`src/include/lrc_pkg.sv`:
```
package lrc_pkg;
	// ********************************
	// widths and encodings
	// ********************************
	localparam int MEAS_W = 24;
	localparam int SEC_W = 32;
	localparam int DAY_SEC_W = 17;
	localparam int CMD_N = 8;
	localparam int CMD_IDX_W = 3;
	localparam logic [31:0] MAX_ON_DISABLED = 32'hffffffff; // -1 disables
	localparam logic [DAY_SEC_W-1:0] SECS_PER_DAY = 17'h15180;
	localparam logic [SEC_W-1:0] SECS_PER_WEEK = 32'h00093a80;
	localparam logic [SEC_W-1:0] SEC_ZERO = 32'h00000000;
	localparam logic [15:0] OCC_ZERO = 16'h0000;

	typedef enum logic [1:0] {LRC_MODE_OFF, LRC_MODE_ON, LRC_MODE_AUTO}
		lrc_mode_t;
	typedef enum logic [3:0] {
		LRC_P_BATT_V, LRC_P_BATT_SOC, LRC_P_BATT_TEMP, LRC_P_SOLAR_ONGRID,
		LRC_P_AC_POWER, LRC_P_SOLAR_EXCESS, LRC_P_SCHEDULE, LRC_P_ON_SRC,
		LRC_P_OFF_SRC, LRC_P_CMD, LRC_P_ALARM
	} lrc_preset_t;
	typedef enum logic [1:0] {LRC_AL_ERR, LRC_AL_WARN, LRC_AL_BOTH}
		lrc_alarm_sel_t;
	typedef enum logic [1:0] {LRC_RNG_NONE, LRC_RNG_COUNT, LRC_RNG_DATE}
		lrc_range_t;

	// measurements and system status, same clock domain
	typedef struct packed {
		logic signed [MEAS_W-1:0] batt_v;
		logic signed [MEAS_W-1:0] batt_soc;
		logic signed [MEAS_W-1:0] batt_temp;
		logic signed [MEAS_W-1:0] export_power;
		logic signed [MEAS_W-1:0] ac_power;
		logic                     solar_limited;
		logic                     on_source;
		logic                     inv_running;
		logic [CMD_N-1:0]         cmd_in;
		logic                     alarm_err;
		logic                     alarm_warn;
	} lrc_meas_t;

	typedef struct packed {
		logic signed [MEAS_W-1:0] activation_threshold;
		logic signed [MEAS_W-1:0] deactivation_threshold;
		logic [CMD_IDX_W-1:0]     cmd_idx;
		lrc_alarm_sel_t           alarm_sel;
	} lrc_cond_cfg_t;

	typedef struct packed {
		logic [SEC_W-1:0]     start_date;
		logic [DAY_SEC_W-1:0] start_tod;
		logic [DAY_SEC_W-1:0] end_tod;
		logic [6:0]           weekdays;
		logic [7:0]           recur_weeks;
		lrc_range_t           range;
		logic [15:0]          occ_limit;
		logic [SEC_W-1:0]     end_date;
	} lrc_sched_cfg_t;

	typedef struct packed {
		logic [15:0]          act_delay;
		logic [15:0]          deact_delay;
		logic [15:0]          min_on;
		logic [15:0]          min_off;
		logic [31:0]          max_on;
		logic [DAY_SEC_W-1:0] allow_t1;
		logic [DAY_SEC_W-1:0] allow_t2;
		logic [6:0]           allow_days;
	} lrc_temp_cfg_t;

	// time source, all same clock domain
	typedef struct packed {
		logic                 sec_tick;
		logic [SEC_W-1:0]     epoch_sec;
		logic [DAY_SEC_W-1:0] tod_sec;
		logic [2:0]           weekday;  // 0 monday .. 6 sunday
	} lrc_time_t;

	localparam int RESET_CNT = 0;
endpackage

```
`src/logic/lrc_controller.sv`:
```
// Contract
// on-grid solar excess: hysteresis on exported power
// solar excess: any converter power limited
// schedule: disabled before starting date
// schedule: on at start, off at end
// schedule: selected weekdays only
// schedule: active only every Nth week
// schedule ranges: endless, occurrence count, end date
// on-source: condition while on external source
// off-source: running and no source
// command preset: indexed command input
// alarm preset: errors, warnings or either
// hysteresis for five measured presets
// act below deact: on low, off high
// act above deact: inverted hysteresis
// all presets but schedule get restriction
// activation delay filters short true pulses
// deactivation delay filters short false pulses
// minimum on and off hold times
// maximum on time, minus one disables
// max-on expiry locks off until clear
// activation only inside daily window
// weekday mask, bit6 monday, bit0 sunday
// manual off, manual on, auto preset
// all counters on one-second tick; occ_cnt steps on schedule window openings instead
`timescale 1ns/1ps
`default_nettype none

module lrc_controller (
	input  wire logic                    i_clk,
	input  wire logic                    i_rstn,
	input  wire lrc_pkg::lrc_mode_t      i_mode,
	input  wire lrc_pkg::lrc_preset_t    i_preset,
	input  wire lrc_pkg::lrc_meas_t      i_meas,
	input  wire lrc_pkg::lrc_cond_cfg_t  i_cond_cfg,
	input  wire lrc_pkg::lrc_sched_cfg_t i_sched_cfg,
	input  wire lrc_pkg::lrc_temp_cfg_t  i_temp_cfg,
	input  wire lrc_pkg::lrc_time_t      i_time,
	output logic                         o_relay,
	output logic                         o_locked,
	output logic                         o_condition
);
	// ********************************
	// state
	// ********************************
	typedef enum logic [1:0] {LRC_S_OFF, LRC_S_ON, LRC_S_LOCK} lrc_out_st_t;
	typedef struct packed {
		logic        hyst;       // hysteresis latch
		logic        cond;       // registered preset condition
		lrc_out_st_t st;
		logic [15:0] dly_cnt;    // seconds condition differs from output
		logic [15:0] hold_cnt;   // seconds in current output state
		logic [31:0] on_cnt;     // seconds on, for max-on
		logic        sched_on;
		logic        in_window;  // previous cycle inside schedule window
		logic [15:0] occ_cnt;
		logic        relay;
	} lrc_state_t;

	// one register holds every bit of state so reset clears it all at once;
	// hold_cnt and occ_cnt saturate rather than wrap, so a long idle never looks short
	lrc_state_t state_reg;
	lrc_state_t state_next;

	// ********************************
	// helpers
	// ********************************
	// weekday 0=monday maps to mask bit 6, sunday to bit 0
	function automatic logic day_allowed(input logic [6:0] mask,
	                                     input logic [2:0] wd);
		logic [2:0] bitpos;
		// a weekday code of seven does not exist; the range test keeps it
		// from reading past the top of the mask
		bitpos = 3'h6 - wd;
		day_allowed = (wd <= 3'h6) && mask[bitpos];
	endfunction

	// time-of-day window, wraps past midnight when t1 > t2
	function automatic logic tod_in(input logic [16:0] t1,
	                                input logic [16:0] t2,
	                                input logic [16:0] now);
		if (t1 <= t2) begin
			tod_in = (now >= t1) && (now < t2);
		end else begin
			tod_in = (now >= t1) || (now < t2);
		end
	endfunction

	// hysteresis step; direction follows threshold order
	function automatic logic hyst_step(input logic cur,
	                                   input logic signed [23:0] v,
	                                   input logic signed [23:0] act,
	                                   input logic signed [23:0] deact);
		hyst_step = cur;
		if (act < deact) begin
			if (v <= act) hyst_step = 1'b1;
			if (v >= deact) hyst_step = 1'b0;
		end else begin
			if (v >= act) hyst_step = 1'b1;
			if (v <= deact) hyst_step = 1'b0;
		end
	endfunction

	logic signed [lrc_pkg::MEAS_W-1:0] hyst_val;
	logic                              is_hyst;
	logic                              raw_cond;
	logic [lrc_pkg::SEC_W-1:0]         since_start;
	logic [lrc_pkg::SEC_W-1:0]         week_idx;
	logic                              week_ok;
	logic                              range_ok;
	logic                              win_now;
	logic                              allow_ok;
	logic                              sec;

	// ********************************
	// preset condition
	// ********************************
	// the hysteresis latch is shared; presets without thresholds hold it
	// at zero so that a later switch to a measured preset starts clean
	always_comb begin
		is_hyst = 1'b1;
		hyst_val = i_meas.batt_v;
		case (i_preset)
			lrc_pkg::LRC_P_BATT_V:       hyst_val = i_meas.batt_v;
			lrc_pkg::LRC_P_BATT_SOC:     hyst_val = i_meas.batt_soc;
			lrc_pkg::LRC_P_BATT_TEMP:    hyst_val = i_meas.batt_temp;
			lrc_pkg::LRC_P_SOLAR_ONGRID:
				hyst_val = i_meas.export_power;
			lrc_pkg::LRC_P_AC_POWER:     hyst_val = i_meas.ac_power;
			default:                     is_hyst = 1'b0;
		endcase
	end

	always_comb begin
		case (i_preset)
			lrc_pkg::LRC_P_SOLAR_EXCESS:
				raw_cond = i_meas.solar_limited;
			lrc_pkg::LRC_P_ON_SRC:       raw_cond = i_meas.on_source;
			lrc_pkg::LRC_P_OFF_SRC:
				raw_cond = i_meas.inv_running && !i_meas.on_source;
			lrc_pkg::LRC_P_CMD:
				raw_cond = i_meas.cmd_in[i_cond_cfg.cmd_idx];
			lrc_pkg::LRC_P_ALARM: begin
				case (i_cond_cfg.alarm_sel)
					lrc_pkg::LRC_AL_ERR:  raw_cond = i_meas.alarm_err;
					lrc_pkg::LRC_AL_WARN: raw_cond = i_meas.alarm_warn;
					default: raw_cond = i_meas.alarm_err || i_meas.alarm_warn;
				endcase
			end
			default:                     raw_cond = state_reg.hyst;
		endcase
	end

	// ********************************
	// schedule qualifiers
	// ********************************
	// week counting starts at the starting date itself
	// the divider is wide but used once; it trades area for an exact week
	// index with no running counter that could fall out of step
	always_comb begin
		since_start = i_time.epoch_sec - i_sched_cfg.start_date;
		week_idx = since_start / lrc_pkg::SECS_PER_WEEK;
		week_ok = (i_sched_cfg.recur_weeks <= 8'h01) ||
			((week_idx % {24'h000000, i_sched_cfg.recur_weeks}) ==
			lrc_pkg::SEC_ZERO);
		case (i_sched_cfg.range)
			lrc_pkg::LRC_RNG_COUNT:
				range_ok = state_reg.occ_cnt < i_sched_cfg.occ_limit;
			lrc_pkg::LRC_RNG_DATE:
				range_ok = i_time.epoch_sec < i_sched_cfg.end_date;
			default: range_ok = 1'b1;
		endcase
		win_now = (i_time.epoch_sec >= i_sched_cfg.start_date) &&
			tod_in(i_sched_cfg.start_tod, i_sched_cfg.end_tod,
			i_time.tod_sec) &&
			day_allowed(i_sched_cfg.weekdays, i_time.weekday) && week_ok;
		allow_ok = tod_in(i_temp_cfg.allow_t1, i_temp_cfg.allow_t2,
			i_time.tod_sec) &&
			day_allowed(i_temp_cfg.allow_days, i_time.weekday);
	end

	// ********************************
	// next state
	// ********************************
	// the seconds tick paces the delay, hold and on-time counters so timing is whole seconds
	always_comb begin
		state_next = state_reg;
		sec = i_time.sec_tick;
		if (is_hyst) begin
			state_next.hyst = hyst_step(state_reg.hyst, hyst_val,
				i_cond_cfg.activation_threshold, i_cond_cfg.deactivation_threshold);
		end else begin
			state_next.hyst = 1'b0;
		end
		state_next.cond = raw_cond;

		// schedule: an occurrence is counted at each window opening that the range allows, saturating at 16'hffff
		state_next.in_window = win_now;
		if (win_now && !state_reg.in_window && range_ok &&
			state_reg.occ_cnt != 16'hffff) begin
			state_next.occ_cnt = state_reg.occ_cnt + 16'h0001;
		end
		// a running occurrence finishes its window even if the range ends
		// meanwhile; a window that opens with the range already spent stays
		// off for its whole length instead of turning on one cycle late
		state_next.sched_on = win_now && (range_ok || state_reg.sched_on);

		// temporal restriction
		// hold_cnt starts from zero at reset, so the minimum off time also
		// applies to the very first activation after power-up
		if (sec && state_reg.hold_cnt != 16'hffff) begin
			state_next.hold_cnt = state_reg.hold_cnt + 16'h0001;
		end
		case (state_reg.st)
			LRC_S_OFF: begin
				if (state_reg.cond && allow_ok) begin
					if (sec) begin
						state_next.dly_cnt = state_reg.dly_cnt + 16'h0001;
					end
				end else begin
					state_next.dly_cnt = 16'h0000;
				end
				if (state_reg.cond && allow_ok &&
					state_reg.dly_cnt >= i_temp_cfg.act_delay &&
					state_reg.hold_cnt >= i_temp_cfg.min_off) begin
					state_next.st = LRC_S_ON;
					state_next.dly_cnt = 16'h0000;
					state_next.hold_cnt = 16'h0000;
					state_next.on_cnt = 32'h00000000;
				end
			end
			LRC_S_ON: begin
				if (sec) begin
					state_next.on_cnt = state_reg.on_cnt + 32'h00000001;
				end
				if (!state_reg.cond) begin
					if (sec) begin
						state_next.dly_cnt = state_reg.dly_cnt + 16'h0001;
					end
				end else begin
					state_next.dly_cnt = 16'h0000;
				end
				if (i_temp_cfg.max_on != lrc_pkg::MAX_ON_DISABLED &&
					state_reg.on_cnt >= i_temp_cfg.max_on) begin
					// forced off ignores min on: the limit is a safety cut
					state_next.st = state_reg.cond ? LRC_S_LOCK : LRC_S_OFF;
					state_next.dly_cnt = 16'h0000;
					state_next.hold_cnt = 16'h0000;
				end else if (!state_reg.cond &&
					state_reg.dly_cnt >= i_temp_cfg.deact_delay &&
					state_reg.hold_cnt >= i_temp_cfg.min_on) begin
					state_next.st = LRC_S_OFF;
					state_next.dly_cnt = 16'h0000;
					state_next.hold_cnt = 16'h0000;
				end
			end
			LRC_S_LOCK: begin
				// no timer ends a lockout: only a falling condition or
				// manual off lets the relay try again
				if (!state_reg.cond) begin
					state_next.st = LRC_S_OFF;
				end
			end
			default: state_next.st = LRC_S_OFF;
		endcase

		// output select; manual off also clears any lockout
		case (i_mode)
			lrc_pkg::LRC_MODE_ON: state_next.relay = 1'b1;
			lrc_pkg::LRC_MODE_AUTO: begin
				if (i_preset == lrc_pkg::LRC_P_SCHEDULE) begin
					state_next.relay = state_reg.sched_on;
				end else begin
					state_next.relay = (state_next.st == LRC_S_ON);
				end
			end
			default: begin
				state_next.relay = 1'b0;
				state_next.st = LRC_S_OFF;
				state_next.dly_cnt = 16'h0000;
			end
		endcase
	end

	// ********************************
	// registers
	// ********************************
	// synchronous reset: the relay stays released until the first clock
	// edge with reset high, matching the unpowered state of the coil
	always_ff @(posedge i_clk) begin
		if (!i_rstn) begin
			state_reg <= '0;
		end else begin
			state_reg <= state_next;
		end
	end

	// o_relay and o_condition come straight from flip-flops, so the coil driver never
	// sees a glitch from the decode logic above
	assign o_relay = state_reg.relay;
	assign o_locked = (state_reg.st == LRC_S_LOCK);
	assign o_condition = state_reg.cond;
endmodule

`default_nettype wire

```
`config.mk`:
```
export PLATFORM = sky130hd
export DESIGN_NAME = lrc_controller
export DESIGN_NICKNAME = d
export VERILOG_FILES = /design/src/include/lrc_pkg.sv /design/src/logic/lrc_controller.sv
export SDC_FILE = /design/constraint.sdc
export NUM_CORES = 1
export LEC_CHECK = 0
export BUFFER_PORTS_ARGS = -buffer_cell sky130_fd_sc_hd__buf_2
export CAP_MARGIN = 20
export CELL_PAD_IN_SITES_DETAIL_PLACEMENT = 0
export CELL_PAD_IN_SITES_GLOBAL_PLACEMENT = 2
export CORE_MARGIN = 4
export CORE_UTILIZATION = 38
export DETAILED_ROUTE_END_ITERATION = 10
export GPL_TIMING_DRIVEN = 0
export HOLD_SLACK_MARGIN = 0.05
export PLACE_DENSITY_LB_ADDON = 0.2
export SLEW_MARGIN = 25
export SYNTH_ARGS = -nofsm -noshare
export SYNTH_HDL_FRONTEND = slang
export SYNTH_SLANG_ARGS = --single-unit
```
`constraint.sdc`:
```
create_clock -name i_clk -period 204.5 [get_ports i_clk]
set_clock_uncertainty 0.1 [all_clocks]
set_input_delay 40.9 -clock i_clk [delete_from_list [all_inputs] [get_ports i_clk]]
set_output_delay 40.9 -clock i_clk [all_outputs]
set_load 0.005 [all_outputs]
```
==> results of run 1 <==
-- worst min-delay path, cell delays in order, from the launching register on --
cell and delay [ns]:
sky130_fd_sc_hd__dfxtp_1 0.30, sky130_fd_sc_hd__inv_1 0.08, sky130_fd_sc_hd__a211oi_1 0.07
-- how the worst min path moves through the flow --
stage                        from       endpoint  depth (start not counted)
global placement    state_reg[18]  state_reg[18]                          2
global route        state_reg[16]  state_reg[16]                          2
CTS                 state_reg[18]  state_reg[18]                          2
floorplan           state_reg[18]  state_reg[18]                          2
detailed placement  state_reg[18]  state_reg[18]                          2
finish              state_reg[18]  state_reg[18]                          2
-- cell usage after synthesis (all sizes together) (57+ instances only) --
master / number / area share
nand2b: 141 / 0.020
and2: 82 / 0.012
nor2: 540 / 0.047
o211ai: 59 / 0.011
nand3: 158 / 0.019
buf: 96 / 0.015
xnor2: 272 / 0.056
nand2: 410 / 0.035
dfxtp: 87 / 0.040
mux2: 87 / 0.023
and3: 88 / 0.013
xor2: 148 / 0.031
mux2i: 111 / 0.026
nand4: 124 / 0.018
o21a: 180 / 0.031
nor2b: 128 / 0.018
clkbuf: 70 / 0.0066
ha: 585 / 0.17
or2: 71 / 0.010
nor4: 73 / 0.014
a21o: 89 / 0.015
a21oi: 447 / 0.053
inv: 456 / 0.039
o21ai: 339 / 0.040
or3: 60 / 0.0087
nor3: 256 / 0.031
o31ai: 76 / 0.014
a31oi: 57 / 0.0086
a211oi: 73 / 0.015
-- metrics by stage --
stage | setup slack (ns) | hold WS (ns) | std cells | util
after floorplan | 79.15 | 0.3336 | 6130 | -
after global placement | 62.52 | 0.3796 | 8157 | 0.4229
after detailed placement | 62.18 | 0.3877 | 8162 | 0.4241
after CTS | 62.11 | 0.3998 | 8178 | 0.4267
after global routing | 52.61 | 0.4261 | 8187 | 0.4270
final | 62.33 | 0.3866 | 8190 | 0.4271
-- metal layers --
metal  share of wire  wire length [µm]  track usage
met5         0.00016                25            0
met4           0.022              3531      0.05064
met3           0.031              4900      0.02029
met2            0.51             80380       0.4690
met1            0.44             69540       0.3040
-- cells by family after synthesis --
family          Yosys count  share of synthesized area
simple gates           2312                     0.2830
compound gates         1865                     0.3070
mux                     203                    0.05110
flops                    87                    0.03969
buf+inv                 628                    0.06213
xor+xnor                421                    0.08743
fa+ha+maj               595                     0.1696
other cells               1                 0.00008546
-- final cells by class --
class                   count  area, µm²  area share
diodes                     12      30.03   0.0006141
plain buffers             170      997.2     0.02039
clock buffers               9      225.2    0.004605
clock inverters             7      68.82    0.001407
inverters                 458       1729     0.03536
multi-input cells        5415      39540      0.8086
flip-flops and latches     87       1742     0.03562
well taps                1512       1892     0.03869
repair buffers            520       2678     0.05475
==> out/summary.json, run 1 <==
{
  "outcome": {
    "run_status": "completed"
  },
  "drt": {
    "drt_drc_violations_left": 0,
    "via_count": 47540,
    "drt_pass_1_iters": 6,
    "wirelength_um": 158400,
    "antenna_violating_nets_post_route": 0,
    "detail_route.iter0.violations": 2385,
    "detail_route.vias_per_cell": 5.805,
    "routedWlPerCell_um": 19.34
  },
  "worst_setup_path": {
    "setup.worst_path.end": "state_reg[12]",
    "critPathSlowestCell": "sky130_fd_sc_hd__a2111oi_2",
    "r2r_setup_slack_ns": 198.88,
    "cpMostUsedCell": "sky130_fd_sc_hd__o21a_1",
    "worst_path_largest_cell_delay_ns": 0.83,
    "crit_path_max_fanout": 30,
    "setup.worst_path.class": "in2reg",
    "startpoint_type": "input pin",
    "setup.worst_path.start": "i_sched_cfg[50]",
    "crit-reg2reg-capture": "state_reg[50]",
    "worstSetupEndpointType": "flop",
    "critPathArrivalTime_ns": 142.36,
    "cp_data_required_time_ns": 204.69,
    "reg2reg_start": "state_reg[67]",
    "crit_buf_inv": 74,
    "worst-path-stages": 459,
    "rr_worst_depth": 37,
    "critical_path.top_delay_family": "compound AO/OA/AOI/OAI gates"
  },
  "clock_network": {
    "tritoncts_num_sinks": 87,
    "clk_root_buffer_cell": "sky130_fd_sc_hd__clkbuf_16",
    "postCtsResizedCells": 0,
    "max-clock-path-buffers": 2,
    "clk-insertion-delay-late_ns": 0.36,
    "cts_buffers": 9,
    "cts_hold_buf": 0,
    "htree_num_levels": 3,
    "post_cts.repair.setup_buffers": 0,
    "clkTransAtPathRegs_ns": 0.07,
    "tritoncts": "built"
  },
  "timing": {
    "min_period_over_period": 0.6952,
    "timing.final.setup_violations": 0,
    "hold_viol_final": 0,
    "unrepaired_setup_endpoints_after_global_routing": "no",
    "worst_slew_pin_slew_ns": 1.109,
    "final.setup.tns_ns": 0,
    "timing.slew.headroom": 0.2583,
    "max_freq_mhz": 7.034,
    "finalCriticalPeriod_ns": 142.17,
    "report.final.slew_viol_count": 0
  },
  "place": {
    "postPlaceCellArea_mm2": 0.04856,
    "globalplace.congestion": 0.9191,
    "placement.io_buffers": 515,
    "detailedPlacementHpwl_um": 136400
  },
  "cells_and_area": {
    "largest_register_ffs": 85,
    "drive_gt1_frac": 0.1602,
    "nets": 7763,
    "layout.cells.most_common": "sky130_fd_sc_hd__ha_1",
    "areaGrowthSynthToFinish_pct": 11.45,
    "final_area_mm2": 0.04890,
    "filler_cell_count_in_the_final_layout": 12190,
    "layout.cells.most_common_list": "sky130_fd_sc_hd__ha_1, sky130_fd_sc_hd__buf_2, sky130_fd_sc_hd__nor2_1"
  },
  "die": {
    "std_cell_rows": 124,
    "io-pin-count": 518,
    "core-area_mm2": 0.1145,
    "dieWidth_um": 347.8,
    "start_util": 0.3832,
    "fp.dieArea_mm2": 0.1210,
    "die-height_um": 347.8
  },
  "synthesis": {
    "synthCells": 6112,
    "synth.lib_cells_used.distinct": 193,
    "post_synthesis_register_bit_count": 87,
    "synthesized_cell_area_mm2": 0.04388,
    "synth-edff-count": 0,
    "async_reset_ff_frac": 0,
    "synthesis.area_per_instance_um2": 7.179,
    "synth-warning-count": 0,
    "synthFlopType": "sky130_fd_sc_hd__dfxtp_1",
    "ys_seq_area_frac": 0.03969
  },
  "grt": {
    "maximum_number_of_pins_on_one_net_before_global_route_repair": 32,
    "global_route_wire_length_before_repair_um": 249200,
    "grt_use_total": 0.2475,
    "first_global_vias": 45830,
    "grt-ovfl-total": 0,
    "grt_antenna_before_repair": 27
  },
  "flow_run": {
    "max_cap_viol_count": 0
  },
  "min_path": {
    "hold_path_class": "reg2reg"
  }
}
Power of run 1 is not shown: default switching activity piles up to over one toggle a cycle in this logic, so the estimate is an artifact.
==> run 2: changes to the inputs <==
--- a/config.mk
+++ b/config.mk
@@ -10,7 +10,7 @@
 export CELL_PAD_IN_SITES_DETAIL_PLACEMENT = 0
 export CELL_PAD_IN_SITES_GLOBAL_PLACEMENT = 2
 export CORE_MARGIN = 4
-export CORE_UTILIZATION = 38
+export CORE_UTILIZATION = 35
 export DETAILED_ROUTE_END_ITERATION = 10
 export GPL_TIMING_DRIVEN = 0
 export HOLD_SLACK_MARGIN = 0.05
==> constraint.sdc (replaced) <==
create_clock -name i_clk -period 131.2 [get_ports i_clk]
set_clock_uncertainty 0.1 [all_clocks]
set_input_delay 26.24 -clock i_clk [delete_from_list [all_inputs] [get_ports i_clk]]
set_output_delay 26.24 -clock i_clk [all_outputs]
set_load 0.005 [all_outputs]
==> run 2 against run 1 <==
Compared with the run above:
- register-to-register slack got worse by 73 ns
- core utilization fell by 3.0 points
- global-route usage fell by 1.9 points
- sequential cell count did not move
- worst setup slack got worse by 53 ns
- critical endpoint is now state_reg[6]
==> out/summary.json, run 2 (same netlist as run 1, synthesis figures left out) <==
{
  "outcome": {
    "run_status": "completed"
  },
  "clock_network": {
    "clk-insertion-delay-late_ns": 0.35,
    "max-clock-path-buffers": 2,
    "tritoncts": "built",
    "clk_root_buffer_cell": "sky130_fd_sc_hd__clkbuf_16",
    "cts_buffers": 9,
    "htree_num_levels": 3,
    "clkTransAtPathRegs_ns": 0.06,
    "cts_hold_buf": 0,
    "tritoncts_num_sinks": 87
  },
  "worst_setup_path": {
    "startpoint_type": "input pin",
    "critPathSlowestCell": "sky130_fd_sc_hd__a2111oi_4",
    "setup.worst_path.class": "in2reg",
    "rr_worst_depth": 37,
    "reg2reg_start": "state_reg[67]",
    "critPathArrivalTime_ns": 121.99,
    "r2r_setup_slack_ns": 125.49,
    "cpMostUsedCell": "sky130_fd_sc_hd__o21a_1",
    "crit-reg2reg-capture": "state_reg[50]",
    "cp_data_required_time_ns": 131.37,
    "crit_path_max_fanout": 30,
    "worst_path_largest_cell_delay_ns": 0.57,
    "worstSetupEndpointType": "flop"
  },
  "min_path": {
    "holdCritStartpoint": "state_reg[18]",
    "whs_endpoint": "state_reg[18]",
    "hold-path-cell-count": 2,
    "hold_path_class": "reg2reg"
  },
  "cells_and_area": {
    "layout.cells.most_common_list": "sky130_fd_sc_hd__ha_1, sky130_fd_sc_hd__buf_2, sky130_fd_sc_hd__nor2_1",
    "largest_register_ffs": 85,
    "filler_cell_count_in_the_final_layout": 13300,
    "layout.cells.most_common": "sky130_fd_sc_hd__ha_1",
    "drive_gt1_frac": 0.1654,
    "areaGrowthSynthToFinish_pct": 12.46,
    "nets": 7778,
    "stdcell_count": 8328
  },
  "drt": {
    "detail_route.vias_per_cell": 5.689,
    "drt_pass_1_iters": 8,
    "routedWlPerCell_um": 19.07,
    "drt_drc_violations_left": 0,
    "antenna_violating_nets_post_route": 0,
    "via_count": 47380,
    "wirelength_um": 158800,
    "detail_route.iter0.violations": 2495
  },
  "place": {
    "globalplace.congestion": 0.9053,
    "detailedPlacementHpwl_um": 137200,
    "placement.io_buffers": 515,
    "dp.cells": 8289
  },
  "grt": {
    "first_global_vias": 45670,
    "grt_antenna_before_repair": 34,
    "maximum_number_of_pins_on_one_net_before_global_route_repair": 32,
    "grt-ovfl-total": 0,
    "grt_use_total": 0.2284,
    "global_route_wire_length_before_repair_um": 248900
  },
  "die": {
    "start_util": 0.3535,
    "dieWidth_um": 362.1,
    "core-area_mm2": 0.1241,
    "fp.dieArea_mm2": 0.1311,
    "die-height_um": 362.1,
    "io-pin-count": 518,
    "std_cell_rows": 129
  },
  "timing": {
    "min_period_over_period": 0.9285,
    "finalCriticalPeriod_ns": 121.82,
    "max_freq_mhz": 8.209,
    "worst_slew_pin_slew_ns": 1.092,
    "report.final.slew_viol_count": 0,
    "timing.final.setup_violations": 0,
    "hold_viol_final": 0,
    "unrepaired_setup_endpoints_after_global_routing": "no",
    "final.setup.tns_ns": 0,
    "timing.slew.headroom": 0.2662
  },
  "flow_run": {
    "max_cap_viol_count": 0
  }
}
==> run 2: repair_timing <==
item / in CTS / in global routing
buffers inserted: 0 / 13
gates resized for setup: 0 / 36
setup endpoints to repair: 0 / 18
==> run 2: routing by layer <==
metal / GRT usage / vias up / share of wire
li1: - / 24110 / -
met1: 0.2818 / 22170 / 0.44
met2: 0.4292 / 914 / 0.50
met3: 0.02132 / 162 / 0.033
met4: 0.04595 / 24 / 0.021
met5: 0 / - / 0.00080
==> run 2: area by class of cell <==
| cell class | instances | area [µm²] | share of cell area |
|---|---|---|---|
| Timing Repair Buffer | 535 | 2840 | 0.05756 |
| Multi-Input combinational cell | 5415 | 39660 | 0.8038 |
| Clock buffer | 10 | 239.0 | 0.004843 |
| Buffer | 170 | 1005 | 0.02036 |
| Sequential cell | 87 | 1742 | 0.03530 |
| Antenna cell | 12 | 30.03 | 0.0006086 |
| Tap cell | 1637 | 2048 | 0.04151 |
| Inverter | 458 | 1729 | 0.03504 |
| Clock inverter | 4 | 47.55 | 0.0009635 |
==> run 2: through the flow <==
step / utilization / hold WS (ns) / instance area (µm²) / setup slack, ns
finish: 0.3976 / 0.3613 / 49340 / 9.384
global route: 0.3975 / 0.4041 / 49330 / 0.04503
CTS: 0.3953 / 0.3646 / 49070 / 3.475
detailed placement: 0.3930 / 0.3542 / 48780 / 3.502
global placement: 0.3913 / 0.3526 / 48570 / 3.894
floorplan: - / 0.3336 / 43950 / 20.51
==> run 2: worst max path at each step <==
stage | slack, ns | startpoint | to | cells after the start
2_1_floorplan | 20.51 | i_sched_cfg[50] | state_reg[10] | 457
3_3_place_gp | 3.89 | i_sched_cfg[50] | state_reg[6] | 457
3_5_place_dp | 3.50 | i_sched_cfg[50] | state_reg[6] | 457
4_1_cts | 3.48 | i_sched_cfg[50] | state_reg[6] | 457
5_1_grt | 0.05 | i_sched_cfg[50] | state_reg[10] | 459
6_report | 9.38 | i_sched_cfg[50] | state_reg[6] | 457
==> run 2: critical path: cells and delay by family <==
kind | cells | cell delay (ns)
simple gates | 121 | 24.72
mux | 6 | 1.95
compound gates | 225 | 48.81
fa+ha+maj | 30 | 8.98
xor+xnor | 1 | 0.18
buf+inv | 74 | 10.88
Power of run 2 is left out for the same reason.
